<file path="src/scpo_defs.vh">
// Constants for the stack processor primitive-operation core.
`ifndef SCPO_DEFS_VH
`define SCPO_DEFS_VH

// ----------------------------------------------------------------
// Instruction fields
// ----------------------------------------------------------------
`define SCPO_CLS_HI 15
`define SCPO_CLS_LO 13
`define SCPO_CLS_CALL 3'h0
`define SCPO_CLS_BRANCH 3'h1
`define SCPO_CLS_SLIT 3'h2
`define SCPO_CLS_LLIT 3'h3
`define SCPO_CLS_PRIM 3'h4
`define SCPO_CLS_EXT 3'h5
`define SCPO_CLS_USER 3'h6
`define SCPO_CLS_MEM 3'h7
`define SCPO_BIT_MOD 12
`define SCPO_BIT_WR 7
`define SCPO_BIT_SHA 6
`define SCPO_BIT_RET 5
`define SCPO_BIT_SHB 4
`define SCPO_ALU_HI 11
`define SCPO_ALU_LO 8
`define SCPO_SFT_HI 3
`define SCPO_SFT_LO 0
`define SCPO_ADR_HI 4
`define SCPO_ADR_LO 0
`define SCPO_TGT_HI 12
`define SCPO_TGT_W 13
`define SCPO_ADR_W 5

// ----------------------------------------------------------------
// Operation codes
// ----------------------------------------------------------------
`define SCPO_SHF_NONE 3'h0
`define SCPO_SHF_EXCH 3'h1
`define SCPO_SHF_DUPLICATE_OP 3'h2
`define SCPO_SHF_OVER 3'h3
`define SCPO_SHF_DROP 3'h4
`define SCPO_ALU_PASS 4'h0
`define SCPO_ALU_AND 4'h1
`define SCPO_ALU_OR 4'h2
`define SCPO_ALU_XOR 4'h3
`define SCPO_ALU_ADD 4'h4
`define SCPO_ALU_SUB 4'h5
`define SCPO_ALU_SEC 4'h6
`define SCPO_SFT_NONE 4'h0
`define SCPO_SFT_SHL 4'h1
`define SCPO_SFT_SHR 4'h2
`define SCPO_SFT_ASR 4'h3
`define SCPO_EXT_LOCAL 3'h7

// ----------------------------------------------------------------
// Register map and reset values
// ----------------------------------------------------------------
`define SCPO_OFF_CTRL 6'h00
`define SCPO_OFF_STATUS 6'h04
`define SCPO_OFF_HEAD 6'h08
`define SCPO_OFF_SECOND 6'h0C
`define SCPO_OFF_PC 6'h10
`define SCPO_OFF_UBASE 6'h14
`define SCPO_OFF_DEPTH 6'h18
`define SCPO_OFF_PERIPH 6'h20
`define SCPO_RST_CTRL 1'h0
`define SCPO_RST_WORD 16'h0000

`endif

</file>
<file path="src/scpo_stack_ram.v">
// Stack memory with registered read data and write-first bypass.
`timescale 1ns/1ps
`default_nettype none
module scpo_stack_ram #(
  parameter W = 16,
  parameter AW = 5
) (
  input wire clk,
  input wire rst,
  input wire we,
  input wire [AW-1:0] waddr,
  input wire [W-1:0] wdata,
  input wire [AW-1:0] raddr,
  output reg [W-1:0] rdata
);
  reg [W-1:0] mem [0:(1<<AW)-1];

  always @(posedge clk) begin
    if (we) begin
      mem[waddr] <= wdata;
    end
  end

  always @(posedge clk or posedge rst) begin
    if (rst) begin
      rdata <= {W{1'b0}};
    end else if (we && waddr == raddr) begin
      rdata <= wdata;
    end else begin
      rdata <= mem[raddr];
    end
  end
endmodule // scpo_stack_ram
`default_nettype wire

</file>
<file path="src/scpo_core.v">
// Primitive-operation core of the stack processor with its register slave.
`timescale 1ns/1ps
`default_nettype none
`include "scpo_defs.vh"
module scpo_core #(
  parameter W = 16,
  parameter SAW = 5
) (
  input wire CLK_SYS,
  input wire RST,
  input wire [5:0] AV_ADDRESS,
  input wire AV_READ,
  input wire AV_WRITE,
  input wire [31:0] AV_WRITEDATA,
  input wire [3:0] AV_BYTEENABLE,
  output reg [31:0] AV_READDATA,
  output wire AV_WAITREQUEST,
  output reg [W-1:0] PM_ADDR,
  output wire PM_RD,
  input wire [W-1:0] PM_RDATA,
  input wire PM_ACK,
  output reg [W-1:0] DM_ADDR,
  output wire DM_RD,
  output wire DM_WR,
  output reg DM_BYTE,
  output reg DM_USER,
  output reg [W-1:0] DM_WDATA,
  input wire [W-1:0] DM_RDATA,
  input wire DM_ACK,
  output reg [4:0] EXT_ADDR,
  output wire EXT_RD,
  output wire EXT_WR,
  output reg [W-1:0] EXT_WDATA,
  input wire [W-1:0] EXT_RDATA,
  input wire EXT_ACK
);
  // ----------------------------------------------------------------
  // States and functions
  // ----------------------------------------------------------------
  localparam ST_IDLE = 3'h0;
  localparam ST_FETCH = 3'h1;
  localparam ST_EXEC = 3'h2;
  localparam ST_BUS = 3'h3;
  localparam ST_LIT = 3'h4;

  function [W-1:0] be_merge;
    input [W-1:0] old;
    input [31:0] data;
    input [3:0] be;
    integer k;
    begin
      be_merge = old;
      for (k = 0; k < W / 8; k = k + 1) begin
        if (be[k]) begin
          be_merge[8*k +: 8] = data[8*k +: 8];
        end
      end
    end
  endfunction

  function [SAW-1:0] ptr_dec;
    input [SAW-1:0] p;
    begin
      ptr_dec = p - {{(SAW-1){1'b0}}, 1'b1};
    end
  endfunction

  // ----------------------------------------------------------------
  // State
  // ----------------------------------------------------------------
  reg [2:0] state_reg, state_next;
  reg [W-1:0] ir_reg, ir_next;
  reg [W-1:0] head_reg, head_next;
  reg [W-1:0] second_reg, second_next;
  reg [SAW-1:0] psp_reg, psp_next;
  reg [SAW-1:0] rsp_reg, rsp_next;
  reg [W-1:0] ubase_reg;
  reg run_reg;
  reg av_ack_reg;
  reg [W-1:0] periph_reg [0:3];
  reg [W-1:0] pc_next;
  reg ps_we, rs_we;
  reg [W-1:0] ps_wdata;
  reg [W-1:0] dm_addr_next, dm_wdata_next, ext_wdata_next;
  reg dm_byte_next, dm_user_next;
  reg [4:0] ext_addr_next;
  reg periph_we;
  reg fin;
  reg [W-1:0] res, rd_word;
  wire [W-1:0] ptop, rtop;
  integer i;

  wire [2:0] cls = ir_reg[`SCPO_CLS_HI:`SCPO_CLS_LO];
  wire mod_bit = ir_reg[`SCPO_BIT_MOD];
  wire wr_bit = ir_reg[`SCPO_BIT_WR];
  wire [3:0] alu_sel = ir_reg[`SCPO_ALU_HI:`SCPO_ALU_LO];
  wire [3:0] sft_sel = ir_reg[`SCPO_SFT_HI:`SCPO_SFT_LO];
  wire [4:0] adr = ir_reg[`SCPO_ADR_HI:`SCPO_ADR_LO];
  wire [2:0] shf = {ir_reg[`SCPO_BIT_SHB], ir_reg[`SCPO_BIT_WR], ir_reg[`SCPO_BIT_SHA]};
  wire ext_local = (adr[4:2] == `SCPO_EXT_LOCAL);
  wire do_ret = ir_reg[`SCPO_BIT_RET] && cls != `SCPO_CLS_CALL &&
                cls != `SCPO_CLS_BRANCH;
  wire [W-1:0] tgt = {{(W-`SCPO_TGT_W){1'b0}}, ir_reg[`SCPO_TGT_HI:0]};
  wire in_bus = (state_reg == ST_BUS);
  wire is_ext = (cls == `SCPO_CLS_EXT);
  wire av_wr_go = AV_WRITE && av_ack_reg;
  wire [3:0] av_idx = AV_ADDRESS[5:2];
  wire idle_wr = av_wr_go && state_reg == ST_IDLE;

  assign AV_WAITREQUEST = (AV_READ || AV_WRITE) && !av_ack_reg;
  assign PM_RD = (state_reg == ST_FETCH) || (state_reg == ST_LIT);
  assign DM_RD = in_bus && !is_ext && !wr_bit;
  assign DM_WR = in_bus && !is_ext && wr_bit;
  assign EXT_RD = in_bus && is_ext && !wr_bit;
  assign EXT_WR = in_bus && is_ext && wr_bit;

  scpo_stack_ram #(.W(W), .AW(SAW)) u_pstack (
    .clk(CLK_SYS),
    .rst(RST),
    .we(ps_we),
    .waddr(psp_reg),
    .wdata(ps_wdata),
    .raddr(ptr_dec(psp_next)),
    .rdata(ptop)
  );

  scpo_stack_ram #(.W(W), .AW(SAW)) u_rstack (
    .clk(CLK_SYS),
    .rst(RST),
    .we(rs_we),
    .waddr(rsp_reg),
    .wdata(PM_ADDR),
    .raddr(ptr_dec(rsp_next)),
    .rdata(rtop)
  );

  // ----------------------------------------------------------------
  // Execution
  // ----------------------------------------------------------------
  always @* begin
    state_next = state_reg;
    ir_next = ir_reg;
    head_next = head_reg;
    second_next = second_reg;
    psp_next = psp_reg;
    rsp_next = rsp_reg;
    pc_next = PM_ADDR;
    ps_we = 1'b0;
    ps_wdata = second_reg;
    rs_we = 1'b0;
    dm_addr_next = DM_ADDR;
    dm_wdata_next = DM_WDATA;
    dm_byte_next = DM_BYTE;
    dm_user_next = DM_USER;
    ext_addr_next = EXT_ADDR;
    ext_wdata_next = EXT_WDATA;
    periph_we = 1'b0;
    fin = 1'b0;
    res = head_reg;
    rd_word = DM_BYTE ? {{(W-8){1'b0}}, DM_RDATA[7:0]} : DM_RDATA;
    case (state_reg)
      ST_IDLE: begin
        if (idle_wr && av_idx == `SCPO_OFF_HEAD >> 2) begin
          head_next = AV_WRITEDATA[W-1:0];
        end
        if (idle_wr && av_idx == `SCPO_OFF_SECOND >> 2) begin
          second_next = AV_WRITEDATA[W-1:0];
        end
        if (idle_wr && av_idx == `SCPO_OFF_PC >> 2) begin
          pc_next = AV_WRITEDATA[W-1:0];
        end
        if (run_reg) begin
          state_next = ST_FETCH;
        end
      end
      ST_FETCH: begin
        if (PM_ACK) begin
          ir_next = PM_RDATA;
          pc_next = PM_ADDR + {{(W-1){1'b0}}, 1'b1};
          state_next = ST_EXEC;
        end
      end
      ST_EXEC: begin
        case (cls)
          `SCPO_CLS_CALL: begin
            rs_we = 1'b1;
            rsp_next = rsp_reg + {{(SAW-1){1'b0}}, 1'b1};
            pc_next = tgt;
            fin = 1'b1;
          end
          `SCPO_CLS_BRANCH: begin
            pc_next = tgt;
            fin = 1'b1;
          end
          `SCPO_CLS_SLIT: begin
            ps_we = 1'b1;
            psp_next = psp_reg + {{(SAW-1){1'b0}}, 1'b1};
            second_next = head_reg;
            head_next = {{(W-`SCPO_ADR_W){1'b0}}, adr};
            fin = 1'b1;
          end
          `SCPO_CLS_LLIT: begin
            state_next = ST_LIT;
          end
          `SCPO_CLS_PRIM: begin
            case (shf)
              `SCPO_SHF_EXCH: begin
                head_next = second_reg;
                second_next = head_reg;
              end
              `SCPO_SHF_DUPLICATE_OP: begin
                ps_we = 1'b1;
                psp_next = psp_reg + {{(SAW-1){1'b0}}, 1'b1};
                second_next = head_reg;
              end
              `SCPO_SHF_OVER: begin
                ps_we = 1'b1;
                psp_next = psp_reg + {{(SAW-1){1'b0}}, 1'b1};
                head_next = second_reg;
                second_next = head_reg;
              end
              `SCPO_SHF_DROP: begin
                head_next = second_reg;
                second_next = ptop;
                psp_next = ptr_dec(psp_reg);
              end
              default: begin
                case (alu_sel)
                  `SCPO_ALU_AND: res = second_reg & head_reg;
                  `SCPO_ALU_OR: res = second_reg | head_reg;
                  `SCPO_ALU_XOR: res = second_reg ^ head_reg;
                  `SCPO_ALU_ADD: res = second_reg + head_reg;
                  `SCPO_ALU_SUB: res = second_reg - head_reg;
                  `SCPO_ALU_SEC: res = second_reg;
                  default: res = head_reg;
                endcase
                if (alu_sel != `SCPO_ALU_PASS) begin
                  second_next = ptop;
                  psp_next = ptr_dec(psp_reg);
                end
                case (sft_sel)
                  `SCPO_SFT_SHL: head_next = {res[W-2:0], 1'b0};
                  `SCPO_SFT_SHR: head_next = {1'b0, res[W-1:1]};
                  `SCPO_SFT_ASR: head_next = {res[W-1], res[W-1:1]};
                  default: head_next = res;
                endcase
              end
            endcase
            if (mod_bit) begin
              head_next = ~head_next;
            end
            fin = 1'b1;
          end
          `SCPO_CLS_EXT: begin
            if (ext_local) begin
              if (wr_bit) begin
                periph_we = 1'b1;
              end else begin
                head_next = mod_bit ? ~periph_reg[adr[1:0]] : periph_reg[adr[1:0]];
              end
              fin = 1'b1;
            end else begin
              ext_addr_next = adr;
              ext_wdata_next = head_reg;
              state_next = ST_BUS;
            end
          end
          `SCPO_CLS_USER: begin
            dm_addr_next = ubase_reg | {{(W-`SCPO_ADR_W){1'b0}}, adr};
            dm_wdata_next = head_reg;
            dm_byte_next = 1'b0;
            dm_user_next = 1'b1;
            state_next = ST_BUS;
          end
          default: begin
            dm_addr_next = head_reg;
            dm_wdata_next = second_reg;
            dm_byte_next = mod_bit;
            dm_user_next = 1'b0;
            state_next = ST_BUS;
          end
        endcase
      end
      ST_BUS: begin
        if (is_ext && EXT_ACK) begin
          if (!wr_bit) begin
            head_next = mod_bit ? ~EXT_RDATA : EXT_RDATA;
          end
          fin = 1'b1;
        end else if (!is_ext && DM_ACK) begin
          if (!wr_bit) begin
            head_next = rd_word;
          end
          fin = 1'b1;
        end
      end
      ST_LIT: begin
        if (PM_ACK) begin
          ps_we = 1'b1;
          psp_next = psp_reg + {{(SAW-1){1'b0}}, 1'b1};
          second_next = head_reg;
          head_next = PM_RDATA;
          pc_next = PM_ADDR + {{(W-1){1'b0}}, 1'b1};
          fin = 1'b1;
        end
      end
      default: begin
        state_next = ST_IDLE;
      end
    endcase
    if (fin) begin
      if (do_ret) begin
        pc_next = rtop;
        rsp_next = ptr_dec(rsp_reg);
      end
      state_next = run_reg ? ST_FETCH : ST_IDLE;
    end
  end

  always @(posedge CLK_SYS or posedge RST) begin
    if (RST) begin
      state_reg <= ST_IDLE;
      ir_reg <= `SCPO_RST_WORD;
      head_reg <= `SCPO_RST_WORD;
      second_reg <= `SCPO_RST_WORD;
      psp_reg <= {SAW{1'b0}};
      rsp_reg <= {SAW{1'b0}};
      PM_ADDR <= `SCPO_RST_WORD;
      DM_ADDR <= `SCPO_RST_WORD;
      DM_WDATA <= `SCPO_RST_WORD;
      DM_BYTE <= 1'b0;
      DM_USER <= 1'b0;
      EXT_ADDR <= 5'h00;
      EXT_WDATA <= `SCPO_RST_WORD;
    end else begin
      state_reg <= state_next;
      ir_reg <= ir_next;
      head_reg <= head_next;
      second_reg <= second_next;
      psp_reg <= psp_next;
      rsp_reg <= rsp_next;
      PM_ADDR <= pc_next;
      DM_ADDR <= dm_addr_next;
      DM_WDATA <= dm_wdata_next;
      DM_BYTE <= dm_byte_next;
      DM_USER <= dm_user_next;
      EXT_ADDR <= ext_addr_next;
      EXT_WDATA <= ext_wdata_next;
    end
  end

  // ----------------------------------------------------------------
  // Register slave and peripheral registers
  // ----------------------------------------------------------------
  always @(posedge CLK_SYS or posedge RST) begin
    if (RST) begin
      av_ack_reg <= 1'b0;
      run_reg <= `SCPO_RST_CTRL;
      ubase_reg <= `SCPO_RST_WORD;
      AV_READDATA <= 32'h00000000;
      for (i = 0; i < 4; i = i + 1) begin
        periph_reg[i] <= `SCPO_RST_WORD;
      end
    end else begin
      av_ack_reg <= (AV_READ || AV_WRITE) && !av_ack_reg;
      if (av_wr_go && av_idx == `SCPO_OFF_CTRL >> 2 && AV_BYTEENABLE[0]) begin
        run_reg <= AV_WRITEDATA[0];
      end
      if (av_wr_go && av_idx == `SCPO_OFF_UBASE >> 2) begin
        ubase_reg <= be_merge(ubase_reg, AV_WRITEDATA, AV_BYTEENABLE);
      end
      for (i = 0; i < 4; i = i + 1) begin
        if (periph_we && adr[1:0] == i[1:0]) begin
          periph_reg[i] <= head_reg;
        end else if (av_wr_go && av_idx == (`SCPO_OFF_PERIPH >> 2) + i[3:0]) begin
          periph_reg[i] <= be_merge(periph_reg[i], AV_WRITEDATA, AV_BYTEENABLE);
        end
      end
      if (AV_READ && !av_ack_reg) begin
        case (av_idx)
          `SCPO_OFF_CTRL >> 2: AV_READDATA <= {31'h00000000, run_reg};
          `SCPO_OFF_STATUS >> 2: AV_READDATA <= {29'h00000000, state_reg};
          `SCPO_OFF_HEAD >> 2: AV_READDATA <= {{(32-W){1'b0}}, head_reg};
          `SCPO_OFF_SECOND >> 2: AV_READDATA <= {{(32-W){1'b0}}, second_reg};
          `SCPO_OFF_PC >> 2: AV_READDATA <= {{(32-W){1'b0}}, PM_ADDR};
          `SCPO_OFF_UBASE >> 2: AV_READDATA <= {{(32-W){1'b0}}, ubase_reg};
          `SCPO_OFF_DEPTH >> 2: AV_READDATA <= {{(24-SAW){1'b0}}, rsp_reg, 3'h0,
                                                 psp_reg};
          (`SCPO_OFF_PERIPH >> 2): AV_READDATA <= {{(32-W){1'b0}}, periph_reg[0]};
          (`SCPO_OFF_PERIPH >> 2) + 1: AV_READDATA <= {{(32-W){1'b0}}, periph_reg[1]};
          (`SCPO_OFF_PERIPH >> 2) + 2: AV_READDATA <= {{(32-W){1'b0}}, periph_reg[2]};
          (`SCPO_OFF_PERIPH >> 2) + 3: AV_READDATA <= {{(32-W){1'b0}}, periph_reg[3]};
          default: AV_READDATA <= 32'h00000000;
        endcase
      end
    end
  end
endmodule // scpo_core
`default_nettype wire

</file>
<file path="config.mk">
export PLATFORM = sky130hd
export DESIGN_NAME = scpo_core
export DESIGN_NICKNAME = d
export VERILOG_FILES = /design/src/scpo_stack_ram.v /design/src/scpo_core.v
export VERILOG_INCLUDE_DIRS = /design/src
export SDC_FILE = /design/constraint.sdc
export NUM_CORES = 2
export LEC_CHECK = 0
export BUFFER_PORTS_ARGS = -buffer_cell sky130_fd_sc_hd__buf_2
export CAP_MARGIN = 20
export CORE_MARGIN = 8
export CORE_UTILIZATION = 50
export CTS_CLUSTER_SIZE = 12
export DETAILED_ROUTE_END_ITERATION = 10
export GPL_TIMING_DRIVEN = 0
export PLACE_DENSITY_LB_ADDON = 0.3
export SLEW_MARGIN = 25
export SYNTH_ARGS = -nofsm -noshare
export SYNTH_HDL_FRONTEND = slang
export SYNTH_SLANG_ARGS = --single-unit
</file>
<file path="constraint.sdc">
create_clock -name CLK_SYS -period 13.9 [get_ports CLK_SYS]
set_input_delay 1.39 -clock CLK_SYS [delete_from_list [all_inputs] [get_ports CLK_SYS]]
set_output_delay 1.39 -clock CLK_SYS [all_outputs]
set_load 0.005 [all_outputs]
</file>
# Yosys cells after proc, flatten, opt, wreduce, memory -nomap -nowiden
# Memory sizes are Yosys's and may differ from the RTL's. A register that Yosys moved wholly into a read port is not among the register bits.
# Cells that the tools add are included.
# word_totals
regBits	246
ramBits	1024
input_bits	97
output_inout_bits	109
elab_cells	263
n_memories	2
# mem_list
memory	words	width	read_ports	rd_ports_with_merged_regs	wr	line_no	text
u_pstack.mem	32	16	1	1	1	scpo_stack_ram.v:16	reg [W-1:0] mem [0:(1<<AW)-1];
u_rstack.mem	32	16	1	1	1	scpo_stack_ram.v:16	
# classes
add_sub_neg	9
magnitude_cmp	1
eq_ne	54
muxes	84
bitwise	10
n_reduce_logical	77
# ops
op	count
2-to-1 mux 16 bit	32
one-hot mux 16 bit (3 select lines)	4
one-hot mux 16 bit (11 select lines)	1
one-hot mux 16 bit (2 select lines)	5
one-hot mux 16 bit (6 select lines)	1
one-hot mux 16 bit (4 select lines)	1
NOT 16 bit	3
binary-select mux 16 bit (select 2 bit)	1
2-to-1 mux 5 bit	6
logical AND 1 bit	28
equality test 4 x 2 -> 1 bit, second input constant	6
equality test 4 x 3 -> 1 bit, second input constant	6
AND reduction 2 bit	12
nonzero test 2 bit	12
!= test 3 bit, second input constant	7
one-hot mux 5 bit (2 select lines)	2
subtractor 5 x 1 -> 5 bit, second input constant	4
equality test 3 x 2 -> 1 bit, second input constant	6
equality test 3 bit, second input constant	6
adder 16 x 1 -> 16 bit, second input constant	1
adder 16 bit	1
bitwise AND 16 bit	1
equality test 4 bit, second input constant	4
2-to-1 mux 1 bit	16
other kinds (39)	69

# Depth between registers and ports, before layout
# logic_depth
depth_word	10
mapped_depth	19
ltp_nobuf	16

# By module
# A second synthesis with hierarchy kept.
# hier_totals
hier_cells	4071
hier_area_um2	58561.2
# modules_own_cells
module	n_inst	cells_each	area_each_um2	seq_area_each_um2
scpo_stack_ram	2	1045	20916.3	15775.1
scpo_core	1	1981	16728.5	5755.5

# Worst setup path after synthesis
# No wires, ideal clock.
# synth_path
path_type	input to register
from	in PM_ACK
to	reg u_rstack.rdata[12] (read register of u_rstack.mem)
setup_time_ns	0.125
t_arrival_ns	5.130
t_required_ns	13.775
path_slack_ns	8.645
path_stages	16
n_path_buf	5
path_cell_list	or4bb_1 > clkbuf_2 > o211ai_4 > a21oi_1 > xnor2_1 > buf_2 > buf_2 > inv_1 > ha_1 > clkbuf_1 > clkbuf_1 > mux4_2 > mux2i_1 > mux2i_1 > mux2_2 > mux2_2
# synth_between
elab_chain_cells	4
# synth_lines
item	line_no	text
start, declared	scpo_core.v:21	input wire PM_ACK,
2-to-1 mux 1 bit	scpo_core.v:298	if (PM_ACK) begin
one-hot mux 1 bit (3 select lines)	scpo_core.v:161	case (state_reg)
2-to-1 mux 5 bit	scpo_core.v:311	if (fin) begin
net rsp_next[0]	scpo_core.v:76	reg [SAW-1:0] rsp_reg, rsp_next;
subtractor 5 x 1 -> 5 bit	scpo_core.v:64	ptr_dec = p - {{(SAW-1){1'b0}}, 1'b1};
end, declared	scpo_stack_ram.v:14	output reg [W-1:0] rdata
# The timed path passes the listed nets, and every way through them passes these cells.
# A chain may end at the register's enable or synchronous reset.

# Final worst setup path
# layout_path
from	reg ir_reg[15]
to	reg u_pstack.rdata[8] (read register of u_pstack.mem)
# layout_between
elab_chain_cells	4
word_cells_on_any_way	5
cone_classes	add/sub (1); eq/ne (2); mux (2)
# layout_lines
item	line_no	text
start, declared	scpo_core.v:72	reg [W-1:0] ir_reg, ir_next;
start signal, assigned	scpo_core.v:323	ir_reg <= `SCPO_RST_WORD;
start signal, assigned	scpo_core.v:337	ir_reg <= ir_next;
equality test 3 bit or equality test 3 x 2 -> 1 bit (tied branches)	-	
one-hot mux 5 bit (2 select lines) *	scpo_core.v:184	case (cls)
one-hot mux 5 bit (2 select lines) *	scpo_core.v:161	
subtractor 5 x 1 -> 5 bit *	scpo_core.v:64	
end, declared	scpo_stack_ram.v:14	
# Mark *: on every way between the ends. The rest lies on a longest branch, timed or not.

==> results.ini <==
[outcome]
status = finished clean

[place]
io_buffers = 152
hpwlAfterDp_microns = 139000
gp_congestion = 1.04

[hold_path]
min_path_cells = 1
min_path_type = reg -> reg

[worst_setup_path]
reg2reg_depth = 16
critPathMaxFanout = 10
start_kind = flip-flop
r2r-start = ir_reg[15]$_DFFE_PP0P_
crit_path_start = ir_reg[15]$_DFFE_PP0P_
cp-endpoint = u_pstack.rdata[8]$_DFF_PP0_
cp.required_ns = 14.54
cp-end-kind = flip-flop
r2r-end = u_pstack.rdata[8]$_DFF_PP0_
crit_arrival_ns = 8.07
r2r_slack_ns = 6.46
crit_type = reg -> reg

[synth]
ys_seq_area_share_pct = 62.7
syn_area_per_cell_sq_um = 13.3
ys_warn_count = 0
synthCells = 4483
synthAdderAreaFrac_pct = 1.32
muxShareOfSynthArea_pct = 10.9
ys_types = 111
synth_compound_area_share_pct = 11.2
synth_edf_count = 1024
synth_top_flop_cell = edfxtp_1
synth-async-reset-ratio_pct = 20.4
synth_top_family_by_area = compound AO/OA/AOI/OAI gates
synthXorXnorAreaFrac_pct = 1.26
synth-simple-area-share_pct = 9.62
netlist_area_sq_um = 59500
synth-seq-cells = 1286

[floorplanning]
ioPinCount = 206
start_util_pct = 50.4
die_w_microns = 361
fp.dieH_microns = 361
std_cell_rows = 126
core_sq_um = 118000
die_area_sq_um = 130000

[grt]
track_usage_pct = 29.8
grt_pass1_vias = 41300
grt_first_pass_wirelength_microns = 287000
grt.overflow.total = 0
antenna_found_initial = 10
grt_max_degree = 94

[cts]
cts.repair.resized = 0
cts-htree-levels = 4
clock-root-buffer = clkbuf_16
clock_latency_ns = 0.76
cts_setup_buffers = 0
clk_path_buf_depth = 3
hold_buffers = 0
cts_tree = done
numCtsBuffers = 136
clk_pin_slew_ns = 0.06
cts_sinks = 1286

[sta]
maxSlewViolCount = 0
hold_ws_ns = 0.449
clock_skew_ns = 0.0307
rsz0062_at_grt = no
setup_viol = 0
slew-limit-headroom_pct = 20.6
finalCritPeriodShare_pct = 53.5
tns_ns = 0
hold_violations = 0
max_freq_mhz = 134
tightest_slew_ns = 1.18
fin_crit_ns = 7.44

[route]
drcViolationCount = 0
antenna_left = 0
drt-total-wl_microns = 201000
drt-initial-drc-count = 6264
dr.pass1.iters = 9
vias_per_cell = 6.64
wl_per_cell_microns = 31.0
vias = 43000

[power_and_ir_drop]
total_power_mw = 18.0
p_per_area_nw_per_um2 = 266
p_leak_nw = 23.5
ir_drop_mv = 0.167

[layout]
final_nets = 5013
drive_gt1_share_pct = 17.9
area_delta_synth_final_pct = 13.7

[run]
maxCapViolations = 0

==> metrics by stage <==
stage / std cells / utilization [%] / instance area, sq um / worst slack (ns)
after detailed placement: 6252 / 53.8 / 63600 / 6.14
final: 6485 / 57.3 / 67700 / 6.46
after CTS: 6481 / 57.3 / 67600 / 6.81
after global placement: 6186 / 52.7 / 62300 / 2.00
after global routing: 6481 / 57.3 / 67700 / 6.32
after floorplan: 4498 / - / 59600 / 5.30
==> logic make-up (layout without fill, tap and decap cells) <==
group / count (synthesis) / count (layout)
AO/OA/AOI/OAI: 956 / 956
XOR/XNOR: 76 / 76
adder cells (fa/ha/maj): 62 / 62
buffers and inverters: 419 / 866
flip-flops: 1286 / 1286
multiplexers: 418 / 418
other: 1 / 20
AND/OR/NAND/NOR: 1265 / 1265
==> per-layer routing <==
metal | vias to the layer above | track usage [%] | part of all wire [%] | wire (microns)
met5 | - | 0 | 0.035 | 71
met4 | 10 | 15.9 | 6.2 | 12400
met3 | 686 | 9.68 | 13 | 26100
met2 | 2941 | 44.2 | 43 | 87200
met1 | 21400 | 39.1 | 37 | 75000
li1 | 18000 | - | - | -
==> final cells by class <==
class / instances / area [sq um]
Buffer: 355 / 1550
Tap cell: 1536 / 1920
Clock inverter: 42 / 392
Clock buffer: 187 / 3670
Timing Repair Buffer: 218 / 1810
Antenna cell: 4 / 10.0
Fill cell: 9261 / 50400
Inverter: 64 / 248
Multi-Input combinational cell: 2793 / 20700
Sequential cell: 1286 / 37400
==> layout by cell type, fill, tap and decap left out, types with 31 or more instances in the layout <==
cell type,count
ha_1,61
nor4_1,34
and2_1,69
clkbuf_1,274
buf_6,33
clkbuf_16,138
nor2_1,236
nor2_2,67
a21oi_1,141
dfrtp_1,230
inv_1,58
and3_1,33
xnor2_1,47
a22oi_1,48
o21ai_0,219
nor3_1,95
nand3_1,47
mux2_2,67
buf_2,205
a221oi_1,33
o22ai_1,50
a31oi_1,55
nand2_1,553
buf_1,31
mux2i_1,174
a211oi_1,79
mux4_2,177
a311oi_1,66
edfxtp_1,1024
==> how the worst min path moves through the flow <==
stage,startpoint,end
after detailed placement,u_rstack.rdata[9]$_DFF_PP0_,PM_ADDR[9]$_DFF_PP0_
after CTS,u_rstack.rdata[9]$_DFF_PP0_,PM_ADDR[9]$_DFF_PP0_
after floorplan,u_rstack.rdata[9]$_DFF_PP0_,PM_ADDR[9]$_DFF_PP0_
after global placement,u_rstack.rdata[9]$_DFF_PP0_,PM_ADDR[9]$_DFF_PP0_
final,u_rstack.rdata[9]$_DFF_PP0_,PM_ADDR[9]$_DFF_PP0_
after global routing,u_rstack.rdata[9]$_DFF_PP0_,PM_ADDR[9]$_DFF_PP0_
==> cell usage after synthesis (all sizes together) (70+ instances only) <==
cell type  instances  area [sq um]
a211oi            80           613
edfxtp          1024         30700
nand2            554          2080
dfrtp            262          6560
nor2             303          1140
buf              115           636
mux2i            174          1740
a21oi            142           714
nor3             101           505
clkbuf           240           903
o21ai            220          1100
and2              70           438
mux4             177          3990
==> report_power, final <==
part | internal (mW) | switching [mW] | total (mW)
registers | 4.78 | 0.682 | 5.46
clock network | 1.89 | 1.52 | 3.41
logic | 3.26 | 5.88 | 9.14
total | 9.93 | 8.08 | 18.0
==> worst max-delay path: stages, from the launching register on <==
cell      delay [ns]
dfrtp_1         0.34
buf_2           0.21
nor3b_2         0.78
nand3_1         0.25
o31a_2          0.42
xnor2_2         0.26
inv_2           0.27
clkbuf_1        0.42
clkbuf_1        0.56
ha_1            0.30
clkbuf_1        0.76
clkbuf_1        0.69
clkbuf_1        0.50
a21oi_1         0.14
nor4_1          0.64
o21ai_0         0.37
a41oi_1         0.39
Note: power is estimated with default switching activity, not from simulation.
